## src/verilog/dcs_cfg.svh

```systemverilog
`ifndef DCS_CFG_SVH
`define DCS_CFG_SVH

`define DCS_CLK_MHZ      250
`define DCS_T_RCD_NS     20
`define DCS_T_RP_NS      20
`define DCS_T_WR_NS      15
`define DCS_BANKS        4
`define DCS_ADDR_W       14
`define DCS_TMR_W        4
`define DCS_A10_BIT      10
`define DCS_BL_LSB       0
`define DCS_BL_MSB       2
`define DCS_BL_2         3'h1
`define DCS_BL_4         3'h2
`define DCS_BL_8         3'h3
`define DCS_EXT_SEL_BIT  14
`define DCS_DLL_OFF_BIT  0
`define DCS_MODE_RST     16'h0000

`endif

```

## src/verilog/dcs_pkg.sv

```systemverilog
`include "dcs_cfg.svh"

package dcs_pkg;

    typedef struct packed {
        logic                   cs_n;
        logic                   ras_n;
        logic                   cas_n;
        logic                   we_n;
        logic                   cke;
        logic [1:0]             ba;
        logic [`DCS_ADDR_W-1:0] addr;
    } dcs_pins_t;

    typedef enum logic [3:0] {
        DCS_K_DESEL,
        DCS_K_NOP,
        DCS_K_HALT,
        DCS_K_READ,
        DCS_K_STORE,
        DCS_K_ACT,
        DCS_K_PRE,
        DCS_K_REF,
        DCS_K_SELF,
        DCS_K_MODE
    } dcs_kind_t;

    typedef enum logic [3:0] {
        DCS_B_IDLE,
        DCS_B_ACTIVATING,
        DCS_B_ACTIVE,
        DCS_B_READ,
        DCS_B_STORE,
        DCS_B_READ_AC,
        DCS_B_STORE_AC,
        DCS_B_STORE_AC_RECOV,
        DCS_B_STORE_RECOV,
        DCS_B_CLOSING,
        DCS_B_REFRESHING
    } dcs_bank_t;

    typedef enum logic [1:0] {
        DCS_P_INIT,
        DCS_P_NORMAL,
        DCS_P_DOWN,
        DCS_P_SELF
    } dcs_pwr_t;

    typedef struct packed {
        logic                   valid;
        dcs_kind_t              kind;
        logic [1:0]             ba;
        logic                   auto_close;
        logic [`DCS_ADDR_W-1:0] addr;
    } dcs_cmd_t;

endpackage : dcs_pkg

```

## src/verilog/dcs_cmd_decode.sv

```systemverilog
`timescale 1ns/100ps
`include "dcs_cfg.svh"

module dcs_cmd_decode (
    input  wire dcs_pkg::dcs_pins_t pins_in,
    output dcs_pkg::dcs_kind_t      kind_out
);
    import dcs_pkg::*;

    function automatic dcs_kind_t decode(input dcs_pins_t p);
        dcs_kind_t k;
        k = DCS_K_DESEL;
        if (!p.cs_n) begin
            case ({p.ras_n, p.cas_n, p.we_n})
                3'h7: k = DCS_K_NOP;
                3'h6: k = DCS_K_HALT;
                3'h5: k = DCS_K_READ;
                3'h4: k = DCS_K_STORE;
                3'h3: k = DCS_K_ACT;
                3'h2: k = DCS_K_PRE;
                // Same code: current CKE picks refresh or self refresh
                3'h1: k = p.cke ? DCS_K_REF : DCS_K_SELF;
                default: k = DCS_K_MODE;
            endcase
        end
        return k;
    endfunction : decode

    assign kind_out = decode(pins_in);

endmodule : dcs_cmd_decode

```

## src/verilog/dcs_bank_timer.sv

```systemverilog
`timescale 1ns/100ps
`include "dcs_cfg.svh"

module dcs_bank_timer #(
    parameter int W = `DCS_TMR_W
) (
    input  wire logic         clk_in,
    input  wire logic         resetn_in,
    input  wire logic         load_in,
    input  wire logic [W-1:0] load_val_in,
    output logic              expired_out
);
    logic [W-1:0] count_reg;

    always_ff @(posedge clk_in or negedge resetn_in) begin
        if (!resetn_in) begin
            count_reg <= '0;
        end else if (load_in) begin
            count_reg <= load_val_in;
        end else if (count_reg != '0) begin
            count_reg <= count_reg - 1'b1;
        end
    end

    assign expired_out = (count_reg == '0);

endmodule : dcs_bank_timer

```

## src/verilog/dcs_state_decoder.sv

```systemverilog
//Behaviour
//- CS low, RAS high, CAS low: WE picks read or store; A10 auto-close
//- Activate code opens the addressed row in the addressed bank
//- Precharge code; A10 low closes one bank, A10 high closes all
//- Burst halt ends reads without auto-close; no-op in quiet states; illegal in stores and auto-close reads
//- Mode set needs all four strobes low and every bank idle
//- Auto refresh with CKE high twice, only when every bank is idle
//- Refresh code with CKE falling enters self refresh, held by CKE low
//- Self refresh exits on CKE rise with deselect or no-op only
//- Power-down enter and exit via CKE with deselect or no-op
//- CKE rise restarts the internal clock without a sampled edge
//- Illegal applies to the bank addressed in that state, and to every bank for precharge-all and burst halt
//- Precharge to idle or closing bank is a no-op for it
//- Active bank: read or store starts burst; re-activate illegal
//- Active bank closes on precharge; refresh and mode set illegal
//- Read burst: new read restarts, precharge closes, no-op continues
//- Store burst: store restarts; read or precharge truncates it
//- Auto-close bursts run to end; all bank commands illegal
//- Closing or refreshing bank returns idle after precharge time
//- Activating bank becomes active after activate-to-column delay
//- Recovering bank without auto-close accepts a store; burst halt is a no-op; other bank commands illegal
//- BA0 low selects main mode register, BA0 high the extended one
`timescale 1ns/100ps
`include "dcs_cfg.svh"

module dcs_state_decoder (
    input  wire logic                          REF_CLK_IN,
    input  wire logic                          RESETN_IN,
    input  wire dcs_pkg::dcs_pins_t            CMD_PINS_IN,
    output dcs_pkg::dcs_cmd_t                  CMD_OUT,
    output logic                               ILLEGAL_OUT,
    output dcs_pkg::dcs_bank_t [`DCS_BANKS-1:0] BANK_STATE_OUT,
    output dcs_pkg::dcs_pwr_t                  POWER_STATE_OUT,
    output logic [15:0]                        MODE_REG_OUT,
    output logic [15:0]                        EXT_MODE_REG_OUT,
    output logic                               ALL_IDLE_OUT,
    output logic                               DLL_ON_OUT
);
    import dcs_pkg::*;

    localparam int NB  = `DCS_BANKS;
    localparam int TW  = `DCS_TMR_W;
    localparam int RCD_CYC = (`DCS_T_RCD_NS * `DCS_CLK_MHZ + 999) / 1000;
    localparam int RP_CYC  = (`DCS_T_RP_NS * `DCS_CLK_MHZ + 999) / 1000;
    localparam int WR_CYC  = (`DCS_T_WR_NS * `DCS_CLK_MHZ + 999) / 1000;
    localparam logic [TW-1:0] RCD_LD = TW'(RCD_CYC - 1);
    localparam logic [TW-1:0] RP_LD  = TW'(RP_CYC - 1);
    localparam logic [TW-1:0] WR_LD  = TW'(WR_CYC - 1);
    // Deselect with CKE low, so no false CKE rise follows reset
    localparam dcs_pins_t PIN_RST = dcs_pins_t'({4'hF, 1'b0, 2'h3,
                                                 {`DCS_ADDR_W{1'b1}}});

    dcs_pins_t              pin_meta_reg;
    dcs_pins_t              pin_sync_reg;
    logic                   cke_prev_reg;
    dcs_kind_t              kind;
    dcs_pwr_t               pwr_reg;
    dcs_pwr_t               pwr_next;
    dcs_bank_t [NB-1:0]     bank_reg;
    dcs_bank_t [NB-1:0]     bank_next;
    logic [NB-1:0]          tload;
    logic [TW-1:0]          tval [NB];
    logic [NB-1:0]          expired;
    logic [NB-1:0]          bank_ill;
    logic [NB-1:0]          hit;
    logic [NB-1:0]          close_hit;
    logic [15:0]            mode_reg;
    logic [15:0]            ext_reg;
    dcs_cmd_t               cmd_reg;
    logic                   ill_reg;
    logic                   glob_ill;
    logic                   all_idle;
    logic                   go;
    logic                   a10;
    logic                   cke_fall;
    logic                   cke_rise;
    logic                   quiet;
    logic [TW-1:0]          burst_ld;

    // Burst length in clock cycles: two data beats per cycle
    function automatic logic [TW-1:0] burst_len(input logic [2:0] bl);
        logic [TW-1:0] n;
        n = TW'(1);
        case (bl)
            `DCS_BL_4: n = TW'(2);
            `DCS_BL_8: n = TW'(4);
            default:   n = TW'(1);
        endcase
        return n - 1'b1;
    endfunction : burst_len

    function automatic dcs_bank_t burst_state(input logic st,
                                              input logic ac);
        dcs_bank_t s;
        s = DCS_B_READ;
        if (st) begin
            s = ac ? DCS_B_STORE_AC : DCS_B_STORE;
        end else begin
            s = ac ? DCS_B_READ_AC : DCS_B_READ;
        end
        return s;
    endfunction : burst_state

    // Pins come from another chip, so two flops before any decode
    always_ff @(posedge REF_CLK_IN or negedge RESETN_IN) begin
        if (!RESETN_IN) begin
            pin_meta_reg <= PIN_RST;
            pin_sync_reg <= PIN_RST;
        end else begin
            pin_meta_reg <= CMD_PINS_IN;
            pin_sync_reg <= pin_meta_reg;
        end
    end

    always_ff @(posedge REF_CLK_IN or negedge RESETN_IN) begin
        if (!RESETN_IN) begin
            cke_prev_reg <= 1'b0;
        end else begin
            cke_prev_reg <= pin_sync_reg.cke;
        end
    end

    dcs_cmd_decode u_decode (
        .pins_in  (pin_sync_reg),
        .kind_out (kind)
    );

    assign a10      = pin_sync_reg.addr[`DCS_A10_BIT];
    assign cke_fall = cke_prev_reg && !pin_sync_reg.cke;
    assign cke_rise = !cke_prev_reg && pin_sync_reg.cke;
    assign quiet    = (kind == DCS_K_DESEL) || (kind == DCS_K_NOP);
    assign go       = (pwr_reg == DCS_P_NORMAL) && cke_prev_reg;
    assign burst_ld = burst_len(mode_reg[`DCS_BL_MSB:`DCS_BL_LSB]);

    always_comb begin
        all_idle = 1'b1;
        for (int b = 0; b < NB; b++) begin
            if (bank_reg[b] != DCS_B_IDLE) begin
                all_idle = 1'b0;
            end
        end
    end

    always_comb begin
        for (int b = 0; b < NB; b++) begin
            hit[b] = go && (pin_sync_reg.ba == 2'(b));
            close_hit[b] = go && (kind == DCS_K_PRE)
                         && (hit[b] || a10);
        end
    end

    generate
        for (genvar g = 0; g < NB; g++) begin : g_timer
            dcs_bank_timer #(.W(TW)) u_timer (
                .clk_in      (REF_CLK_IN),
                .resetn_in   (RESETN_IN),
                .load_in     (tload[g]),
                .load_val_in (tval[g]),
                .expired_out (expired[g])
            );
        end
    endgenerate

    // Per-bank reaction to the current command
    always_comb begin
        for (int b = 0; b < NB; b++) begin
            bank_next[b] = bank_reg[b];
            tload[b]     = 1'b0;
            tval[b]      = '0;
            bank_ill[b]  = 1'b0;
            case (bank_reg[b])
                DCS_B_IDLE: begin
                    if (hit[b] && kind == DCS_K_ACT) begin
                        bank_next[b] = DCS_B_ACTIVATING;
                        tload[b]     = 1'b1;
                        tval[b]      = RCD_LD;
                    end else if (hit[b] && (kind == DCS_K_READ
                                 || kind == DCS_K_STORE)) begin
                        bank_ill[b] = 1'b1;
                    end else if (go && kind == DCS_K_REF
                                 && all_idle) begin
                        bank_next[b] = DCS_B_REFRESHING;
                        tload[b]     = 1'b1;
                        tval[b]      = RP_LD;
                    end
                end
                DCS_B_ACTIVATING: begin
                    if (hit[b] && !quiet && kind != DCS_K_HALT
                        || close_hit[b]) begin
                        bank_ill[b] = 1'b1;
                    end else if (expired[b]) begin
                        bank_next[b] = DCS_B_ACTIVE;
                    end
                end
                DCS_B_ACTIVE: begin
                    if (close_hit[b]) begin
                        bank_next[b] = DCS_B_CLOSING;
                        tload[b]     = 1'b1;
                        tval[b]      = RP_LD;
                    end else if (hit[b] && (kind == DCS_K_READ
                                 || kind == DCS_K_STORE)) begin
                        bank_next[b] = burst_state(
                            kind == DCS_K_STORE, a10);
                        tload[b]     = 1'b1;
                        tval[b]      = burst_ld;
                    end else if (hit[b] && kind == DCS_K_ACT) begin
                        bank_ill[b] = 1'b1;
                    end
                end
                DCS_B_READ: begin
                    if (close_hit[b]) begin
                        bank_next[b] = DCS_B_CLOSING;
                        tload[b]     = 1'b1;
                        tval[b]      = RP_LD;
                    end else if (hit[b] && kind == DCS_K_READ) begin
                        bank_next[b] = burst_state(1'b0, a10);
                        tload[b]     = 1'b1;
                        tval[b]      = burst_ld;
                    end else if (hit[b] && (kind == DCS_K_ACT
                                 || kind == DCS_K_STORE)) begin
                        bank_ill[b] = 1'b1;
                    end else if (go && kind == DCS_K_HALT) begin
                        bank_next[b] = DCS_B_ACTIVE;
                    end else if (expired[b]) begin
                        bank_next[b] = DCS_B_ACTIVE;
                    end
                end
                DCS_B_STORE: begin
                    if (close_hit[b]) begin
                        // Masking the tail data is the controller's job
                        bank_next[b] = DCS_B_CLOSING;
                        tload[b]     = 1'b1;
                        tval[b]      = RP_LD;
                    end else if (hit[b] && (kind == DCS_K_READ
                                 || kind == DCS_K_STORE)) begin
                        bank_next[b] = burst_state(
                            kind == DCS_K_STORE, a10);
                        tload[b]     = 1'b1;
                        tval[b]      = burst_ld;
                    end else if (go && kind == DCS_K_HALT
                                 || hit[b] && kind == DCS_K_ACT) begin
                        bank_ill[b] = 1'b1;
                    end else if (expired[b]) begin
                        bank_next[b] = DCS_B_STORE_RECOV;
                        tload[b]     = 1'b1;
                        tval[b]      = WR_LD;
                    end
                end
                DCS_B_READ_AC,
                DCS_B_STORE_AC,
                DCS_B_STORE_AC_RECOV: begin
                    if (hit[b] && !quiet || close_hit[b]
                        || go && kind == DCS_K_HALT) begin
                        bank_ill[b] = 1'b1;
                    end
                    if (expired[b]) begin
                        tload[b] = 1'b1;
                        if (bank_reg[b] == DCS_B_STORE_AC) begin
                            bank_next[b] = DCS_B_STORE_AC_RECOV;
                            tval[b]      = WR_LD;
                        end else begin
                            bank_next[b] = DCS_B_CLOSING;
                            tval[b]      = RP_LD;
                        end
                    end
                end
                DCS_B_STORE_RECOV: begin
                    if (hit[b] && kind == DCS_K_STORE) begin
                        bank_next[b] = burst_state(1'b1, a10);
                        tload[b]     = 1'b1;
                        tval[b]      = burst_ld;
                    end else if (hit[b] && !quiet
                                 && kind != DCS_K_HALT
                                 || close_hit[b]) begin
                        bank_ill[b] = 1'b1;
                    end else if (expired[b]) begin
                        bank_next[b] = DCS_B_ACTIVE;
                    end
                end
                default: begin
                    // Closing or refreshing; a further close is a no-op
                    if (hit[b] && (kind == DCS_K_READ
                        || kind == DCS_K_STORE
                        || kind == DCS_K_ACT)) begin
                        bank_ill[b] = 1'b1;
                    end else if (expired[b]) begin
                        bank_next[b] = DCS_B_IDLE;
                    end
                end
            endcase
        end
    end

    always_ff @(posedge REF_CLK_IN or negedge RESETN_IN) begin
        if (!RESETN_IN) begin
            for (int b = 0; b < NB; b++) begin
                bank_reg[b] <= DCS_B_IDLE;
            end
        end else begin
            bank_reg <= bank_next;
        end
    end

    // Power state: CKE alone moves it, commands only qualify the move
    always_comb begin
        pwr_next = pwr_reg;
        glob_ill = 1'b0;
        case (pwr_reg)
            DCS_P_NORMAL: begin
                if (go && (kind == DCS_K_REF || kind == DCS_K_MODE
                    || kind == DCS_K_SELF) && !all_idle) begin
                    glob_ill = 1'b1;
                end else if (cke_fall && kind == DCS_K_SELF) begin
                    pwr_next = DCS_P_SELF;
                end else if (cke_fall && quiet) begin
                    if (all_idle) begin
                        pwr_next = DCS_P_DOWN;
                    end else begin
                        glob_ill = 1'b1;
                    end
                end else if (cke_fall && all_idle
                             && kind == DCS_K_HALT) begin
                    glob_ill = 1'b1;
                end
            end
            default: begin
                // Exit acts on the first CKE-high sample, no wake-up wait
                if (cke_rise) begin
                    pwr_next = DCS_P_NORMAL;
                    glob_ill = !quiet;
                end
            end
        endcase
    end

    always_ff @(posedge REF_CLK_IN or negedge RESETN_IN) begin
        if (!RESETN_IN) begin
            pwr_reg <= DCS_P_INIT;
        end else begin
            pwr_reg <= pwr_next;
        end
    end

    // Mode registers only change while every bank is idle
    always_ff @(posedge REF_CLK_IN or negedge RESETN_IN) begin
        if (!RESETN_IN) begin
            mode_reg <= `DCS_MODE_RST;
            ext_reg  <= `DCS_MODE_RST;
        end else if (go && kind == DCS_K_MODE && all_idle) begin
            if (pin_sync_reg.ba[0]) begin
                ext_reg  <= {pin_sync_reg.ba, pin_sync_reg.addr};
            end else begin
                mode_reg <= {pin_sync_reg.ba, pin_sync_reg.addr};
            end
        end
    end

    always_ff @(posedge REF_CLK_IN or negedge RESETN_IN) begin
        if (!RESETN_IN) begin
            cmd_reg <= '0;
            ill_reg <= 1'b0;
        end else begin
            cmd_reg.valid      <= go && !quiet;
            cmd_reg.kind       <= kind;
            cmd_reg.ba         <= pin_sync_reg.ba;
            cmd_reg.auto_close <= a10;
            cmd_reg.addr       <= pin_sync_reg.addr;
            ill_reg            <= glob_ill || (|bank_ill);
        end
    end

    assign CMD_OUT          = cmd_reg;
    assign ILLEGAL_OUT      = ill_reg;
    assign BANK_STATE_OUT   = bank_reg;
    assign POWER_STATE_OUT  = pwr_reg;
    assign MODE_REG_OUT     = mode_reg;
    assign EXT_MODE_REG_OUT = ext_reg;
    assign DLL_ON_OUT       = !ext_reg[`DCS_DLL_OFF_BIT];
    // Registered view would lag the bank state by a cycle
    assign ALL_IDLE_OUT     = all_idle;

endmodule : dcs_state_decoder

```

## config.mk

```make
export PLATFORM = sky130hd
export DESIGN_NAME = dcs_state_decoder
export DESIGN_NICKNAME = d
export VERILOG_FILES = /design/src/verilog/dcs_pkg.sv /design/src/verilog/dcs_cmd_decode.sv /design/src/verilog/dcs_bank_timer.sv /design/src/verilog/dcs_state_decoder.sv
export VERILOG_INCLUDE_DIRS = /design/src /design/src/verilog
export SDC_FILE = /design/constraint.sdc
export NUM_CORES = 1
export LEC_CHECK = 0
export BUFFER_PORTS_ARGS = -buffer_cell sky130_fd_sc_hd__buf_2
export CORE_MARGIN = 5
export CORE_UTILIZATION = 41
export CTS_CLUSTER_SIZE = 14
export DETAILED_ROUTE_END_ITERATION = 12
export PLACE_DENSITY = 0.67
export SLEW_MARGIN = 20
export SYNTH_ARGS = -nofsm -noshare
export SYNTH_HDL_FRONTEND = slang
export SYNTH_HIERARCHICAL = 1
export SYNTH_SLANG_ARGS = --single-unit
```

## constraint.sdc

```tcl
create_clock -name REF_CLK_IN -period 2.8 [get_ports REF_CLK_IN]
set_clock_uncertainty 0.05 [all_clocks]
set_input_delay 0.56 -clock REF_CLK_IN [delete_from_list [all_inputs] [get_ports REF_CLK_IN]]
set_output_delay 0.56 -clock REF_CLK_IN [all_outputs]
set_load 0.01 [all_outputs]
```

==> results.json <==
{
  "outcome": "finished with violations",
  "violations": "negative setup slack",
  "synth_enable_flop_cells": 0,
  "pin_count_of_the_biggest_net_entering_global_routing": 81,
  "peak_fanout_along_the_critical_path": 9,
  "die_height_um": 146,
  "setup-violations-final": 33,
  "ctsRootBufferMaster": "sky130_fd_sc_hd__clkbuf_16",
  "synth_seq_cells": 130,
  "pnr_total_power_mw": 8.92,
  "synth.top_cell.area_share_pct": 29.8,
  "setup.worst_path.start_class": "flip-flop",
  "synth-warning-count": 6,
  "fillCellCount": 1545,
  "detail_route.wl_per_cell_um": 18.7,
  "drt_iter0_drc": 517,
  "totalWireLength_mm": 22.9,
  "core_um2": 18000,
  "place.detailed.hpwl_mm": 16.0,
  "drt-vias-per-instance": 5.73,
  "cts_htree_levels": 4,
  "worstPathCellList": "buf_4, nor4b_2, nor3_2, buf_6, or4b_4, nor2_4, nor2_4, a32oi_2, o211ai_1, o21ai_1, nand3_2, mux2_4",
  "clock.fmax_mhz": 332,
  "nets": 1009,
  "crit_path_end_kind": "flip-flop",
  "path_delay_family": "simple AND/OR/NAND/NOR gates",
  "cp_slowest_stage_delay_ns": 0.50,
  "finalHoldViolations": 0,
  "clock_insertion_delay_worst_skew_ns": 0.42,
  "worst-path-buf-inv": 2,
  "layout.core_utilization_pct": 57.4,
  "max-clock-path-buffers": 2,
  "critical_path_arrival_ns": 3.27,
  "largest_vdd_supply_drop_mv": 0.533,
  "synth_top_area_cell": "sky130_fd_sc_hd__dfrtp_1",
  "antenna_found_initial": 0,
  "cellLeakagePower_nw": 4.57,
  "numClockSinks": 130,
  "number_of_distinct_standard_cells_referenced_by_the_synthesized_netlist": 94,
  "classification_of_the_worst_slack_hold_path": "in2async",
  "finalWeightedCongestion": 0.973,
  "first_pass_iters": 5,
  "rows": 49,
  "fin_worst_hold_slack_ns": 0.0180,
  "placed_cell_area_um2": 9140,
  "place_ws_ns": -0.219,
  "max_slew.worst_pin.slew_ns": 0.817,
  "synthTopCellsByCount": "sky130_fd_sc_hd__dfrtp_1 (90), sky130_fd_sc_hd__nor2_1 (68), sky130_fd_sc_hd__nand2_1 (62)",
  "period_needed_ns": 3.01,
  "drtAntennaViolNets": 0,
  "die_area_um2": 21200,
  "netlist_top_cells_area": "sky130_fd_sc_hd__dfrtp_1 (30%), sky130_fd_sc_hd__dfstp_2 (14%), sky130_fd_sc_hd__mux2_2 (5.4%)",
  "synth-seq-area-share_pct": 43.7,
  "rsz0062_at_grt": "yes",
  "timing.max_slew.rel_slack_pct": 45.1,
  "drive_above_1_share_pct": 46.8,
  "syn_to_final_growth_pct": 37.0,
  "globalRouteTotalUtil_pct": 21.0,
  "final-max-slew-violation-count": 0,
  "period_share_pct": 108,
  "ios": 98,
  "syn_area_per_cell_um2": 9.95,
  "cell_area_after_layout_um2": 10300,
  "p_per_area_nw_per_um2": 862,
  "start_util_pct": 41.9,
  "cts_inserted_buffers": 17,
  "port_buffers": 96,
  "yosys.cell_count.top_type": "sky130_fd_sc_hd__dfrtp_1",
  "synth-async-reset-ratio_pct": 100,
  "worst_path_required_ns": 3.05,
  "grt_pass1_wl_mm": 36.7,
  "vias": 7006,
  "path_clk_slew_ns": 0.07,
  "critical-path-slowest-cell": "sky130_fd_sc_hd__or4b_4",
  "post_synthesis_instance_area_um2": 7550,
  "drv.max_cap_violation_count": 0,
  "die-width_um": 146,
  "slack_of_the_worst_reg_to_reg_path_ns": -0.21,
  "insertedDiodeCount": 0,
  "postSynthCellCount": 759,
  "worst_slack_ns": -0.213,
  "overflow": 0,
  "criticalPathCategory": "reg2reg",
  "cts_tree": "yes",
  "grt_pass1_vias": 6977,
  "remaining_drc_errors": 0,
  "post_cts_hold_buffer_count": 0,
  "postSynth.topFlopCell": "sky130_fd_sc_hd__dfrtp_1",
  "most_used_cell_cp": "sky130_fd_sc_hd__nor2_4"
}
-- cell families after synthesis --
logic type / Yosys count / synth area share (%)
AOI/OAI and AO/OA: 207 / 19.3
xor gates and xnor gates: 4 / 0.464
adders and majority gates: 5 / 0.828
buffers and inverters: 67 / 4.84
DFF: 130 / 43.7
muxes: 49 / 7.14
other: 1 / 0.0497
and+or+nand+nor: 296 / 23.6
-- what timing repair did --
item / in CTS / in global routing
setup buffers: 9 / 10
endpoints found under the setup margin: 32 / 33
gates resized for setup: 41 / 57
cloned: 3 / 0
pin swaps: 19 / 31
-- cell usage in the layout, fill, tap and decap left out, types with 6 or more instances in the layout --
cell type	synthesis	routed
sky130_fd_sc_hd__o21ai_1	8	17
sky130_fd_sc_hd__nand4_1	6	6
sky130_fd_sc_hd__a221o_1	7	7
sky130_fd_sc_hd__dfrtp_1	90	89
sky130_fd_sc_hd__a21oi_1	37	34
sky130_fd_sc_hd__nor2b_1	16	14
sky130_fd_sc_hd__or3_1	8	7
sky130_fd_sc_hd__buf_6	8	16
sky130_fd_sc_hd__mux2_2	36	33
sky130_fd_sc_hd__mux2i_1	10	10
sky130_fd_sc_hd__clkbuf_16	0	17
sky130_fd_sc_hd__o21ai_0	52	38
sky130_fd_sc_hd__o211ai_1	17	17
sky130_fd_sc_hd__nor4_4	4	6
sky130_fd_sc_hd__nand2_1	62	61
sky130_fd_sc_hd__inv_8	0	7
sky130_fd_sc_hd__inv_1	15	15
sky130_fd_sc_hd__buf_2	12	95
sky130_fd_sc_hd__nor3_1	36	26
sky130_fd_sc_hd__nor2_1	68	63
sky130_fd_sc_hd__a31oi_1	12	10
sky130_fd_sc_hd__nand2b_1	11	11
sky130_fd_sc_hd__nor2_4	1	6
sky130_fd_sc_hd__o31ai_1	6	6
sky130_fd_sc_hd__dfstp_2	40	40
sky130_fd_sc_hd__nor3_2	2	10
sky130_fd_sc_hd__nand3_1	19	15
sky130_fd_sc_hd__buf_4	9	132
-- routing by layer --
metal	vias up	global-route usage [%]	routed length (µm)
li1	3271	-	-
met1	3393	28.0	9850
met2	301	32.9	10800
met3	41	5.23	1780
met4	0	8.21	485
met5	-	0	0
-- final timing paths --
check                                 startpoint                              end  cells past startpoint
worst min-delay path                   RESETN_IN                  pin_meta_reg[6]                      1
worst max-delay path            pin_sync_reg[19]  g_timer[2].u_timer/count_reg[1]                     12
min in group REF_CLK_IN          CMD_PINS_IN[15]                 pin_meta_reg[15]                      1
worst max register to register  pin_sync_reg[19]  g_timer[2].u_timer/count_reg[1]                     12
worst min register to register  pin_meta_reg[16]                 pin_sync_reg[16]                      0
max in group asynchronous              RESETN_IN                 pin_sync_reg[16]                      2
-- metrics by stage --
stage,std cells,setup TNS [ns]
finish,1223,-4.07
global route,1223,-8.03
CTS,1213,-0.888
detailed placement,1169,-2.66
global placement,1169,-1.88
floorplan,763,-0.126
-- report_power, final --
part / switching (mW) / total [mW] / leakage (nW) / internal [mW]
Clock: 0.993 / 2.28 / 0.298 / 1.29
Combinational: 2.28 / 4.19 / 2.71 / 1.91
Sequential: 0.254 / 2.46 / 1.57 / 2.20
-- layout make-up --
cell class	instances	area [µm²]	area share, %
clock buffer	17	425	4.11
clock inverter	15	184	1.78
inverter	17	71.3	0.689
multi-input combinational	568	4350	42.0
sequential	130	3300	31.9
tap	229	287	2.77
timing repair buffer	247	1730	16.7
(Power assumes the default switching activity.)
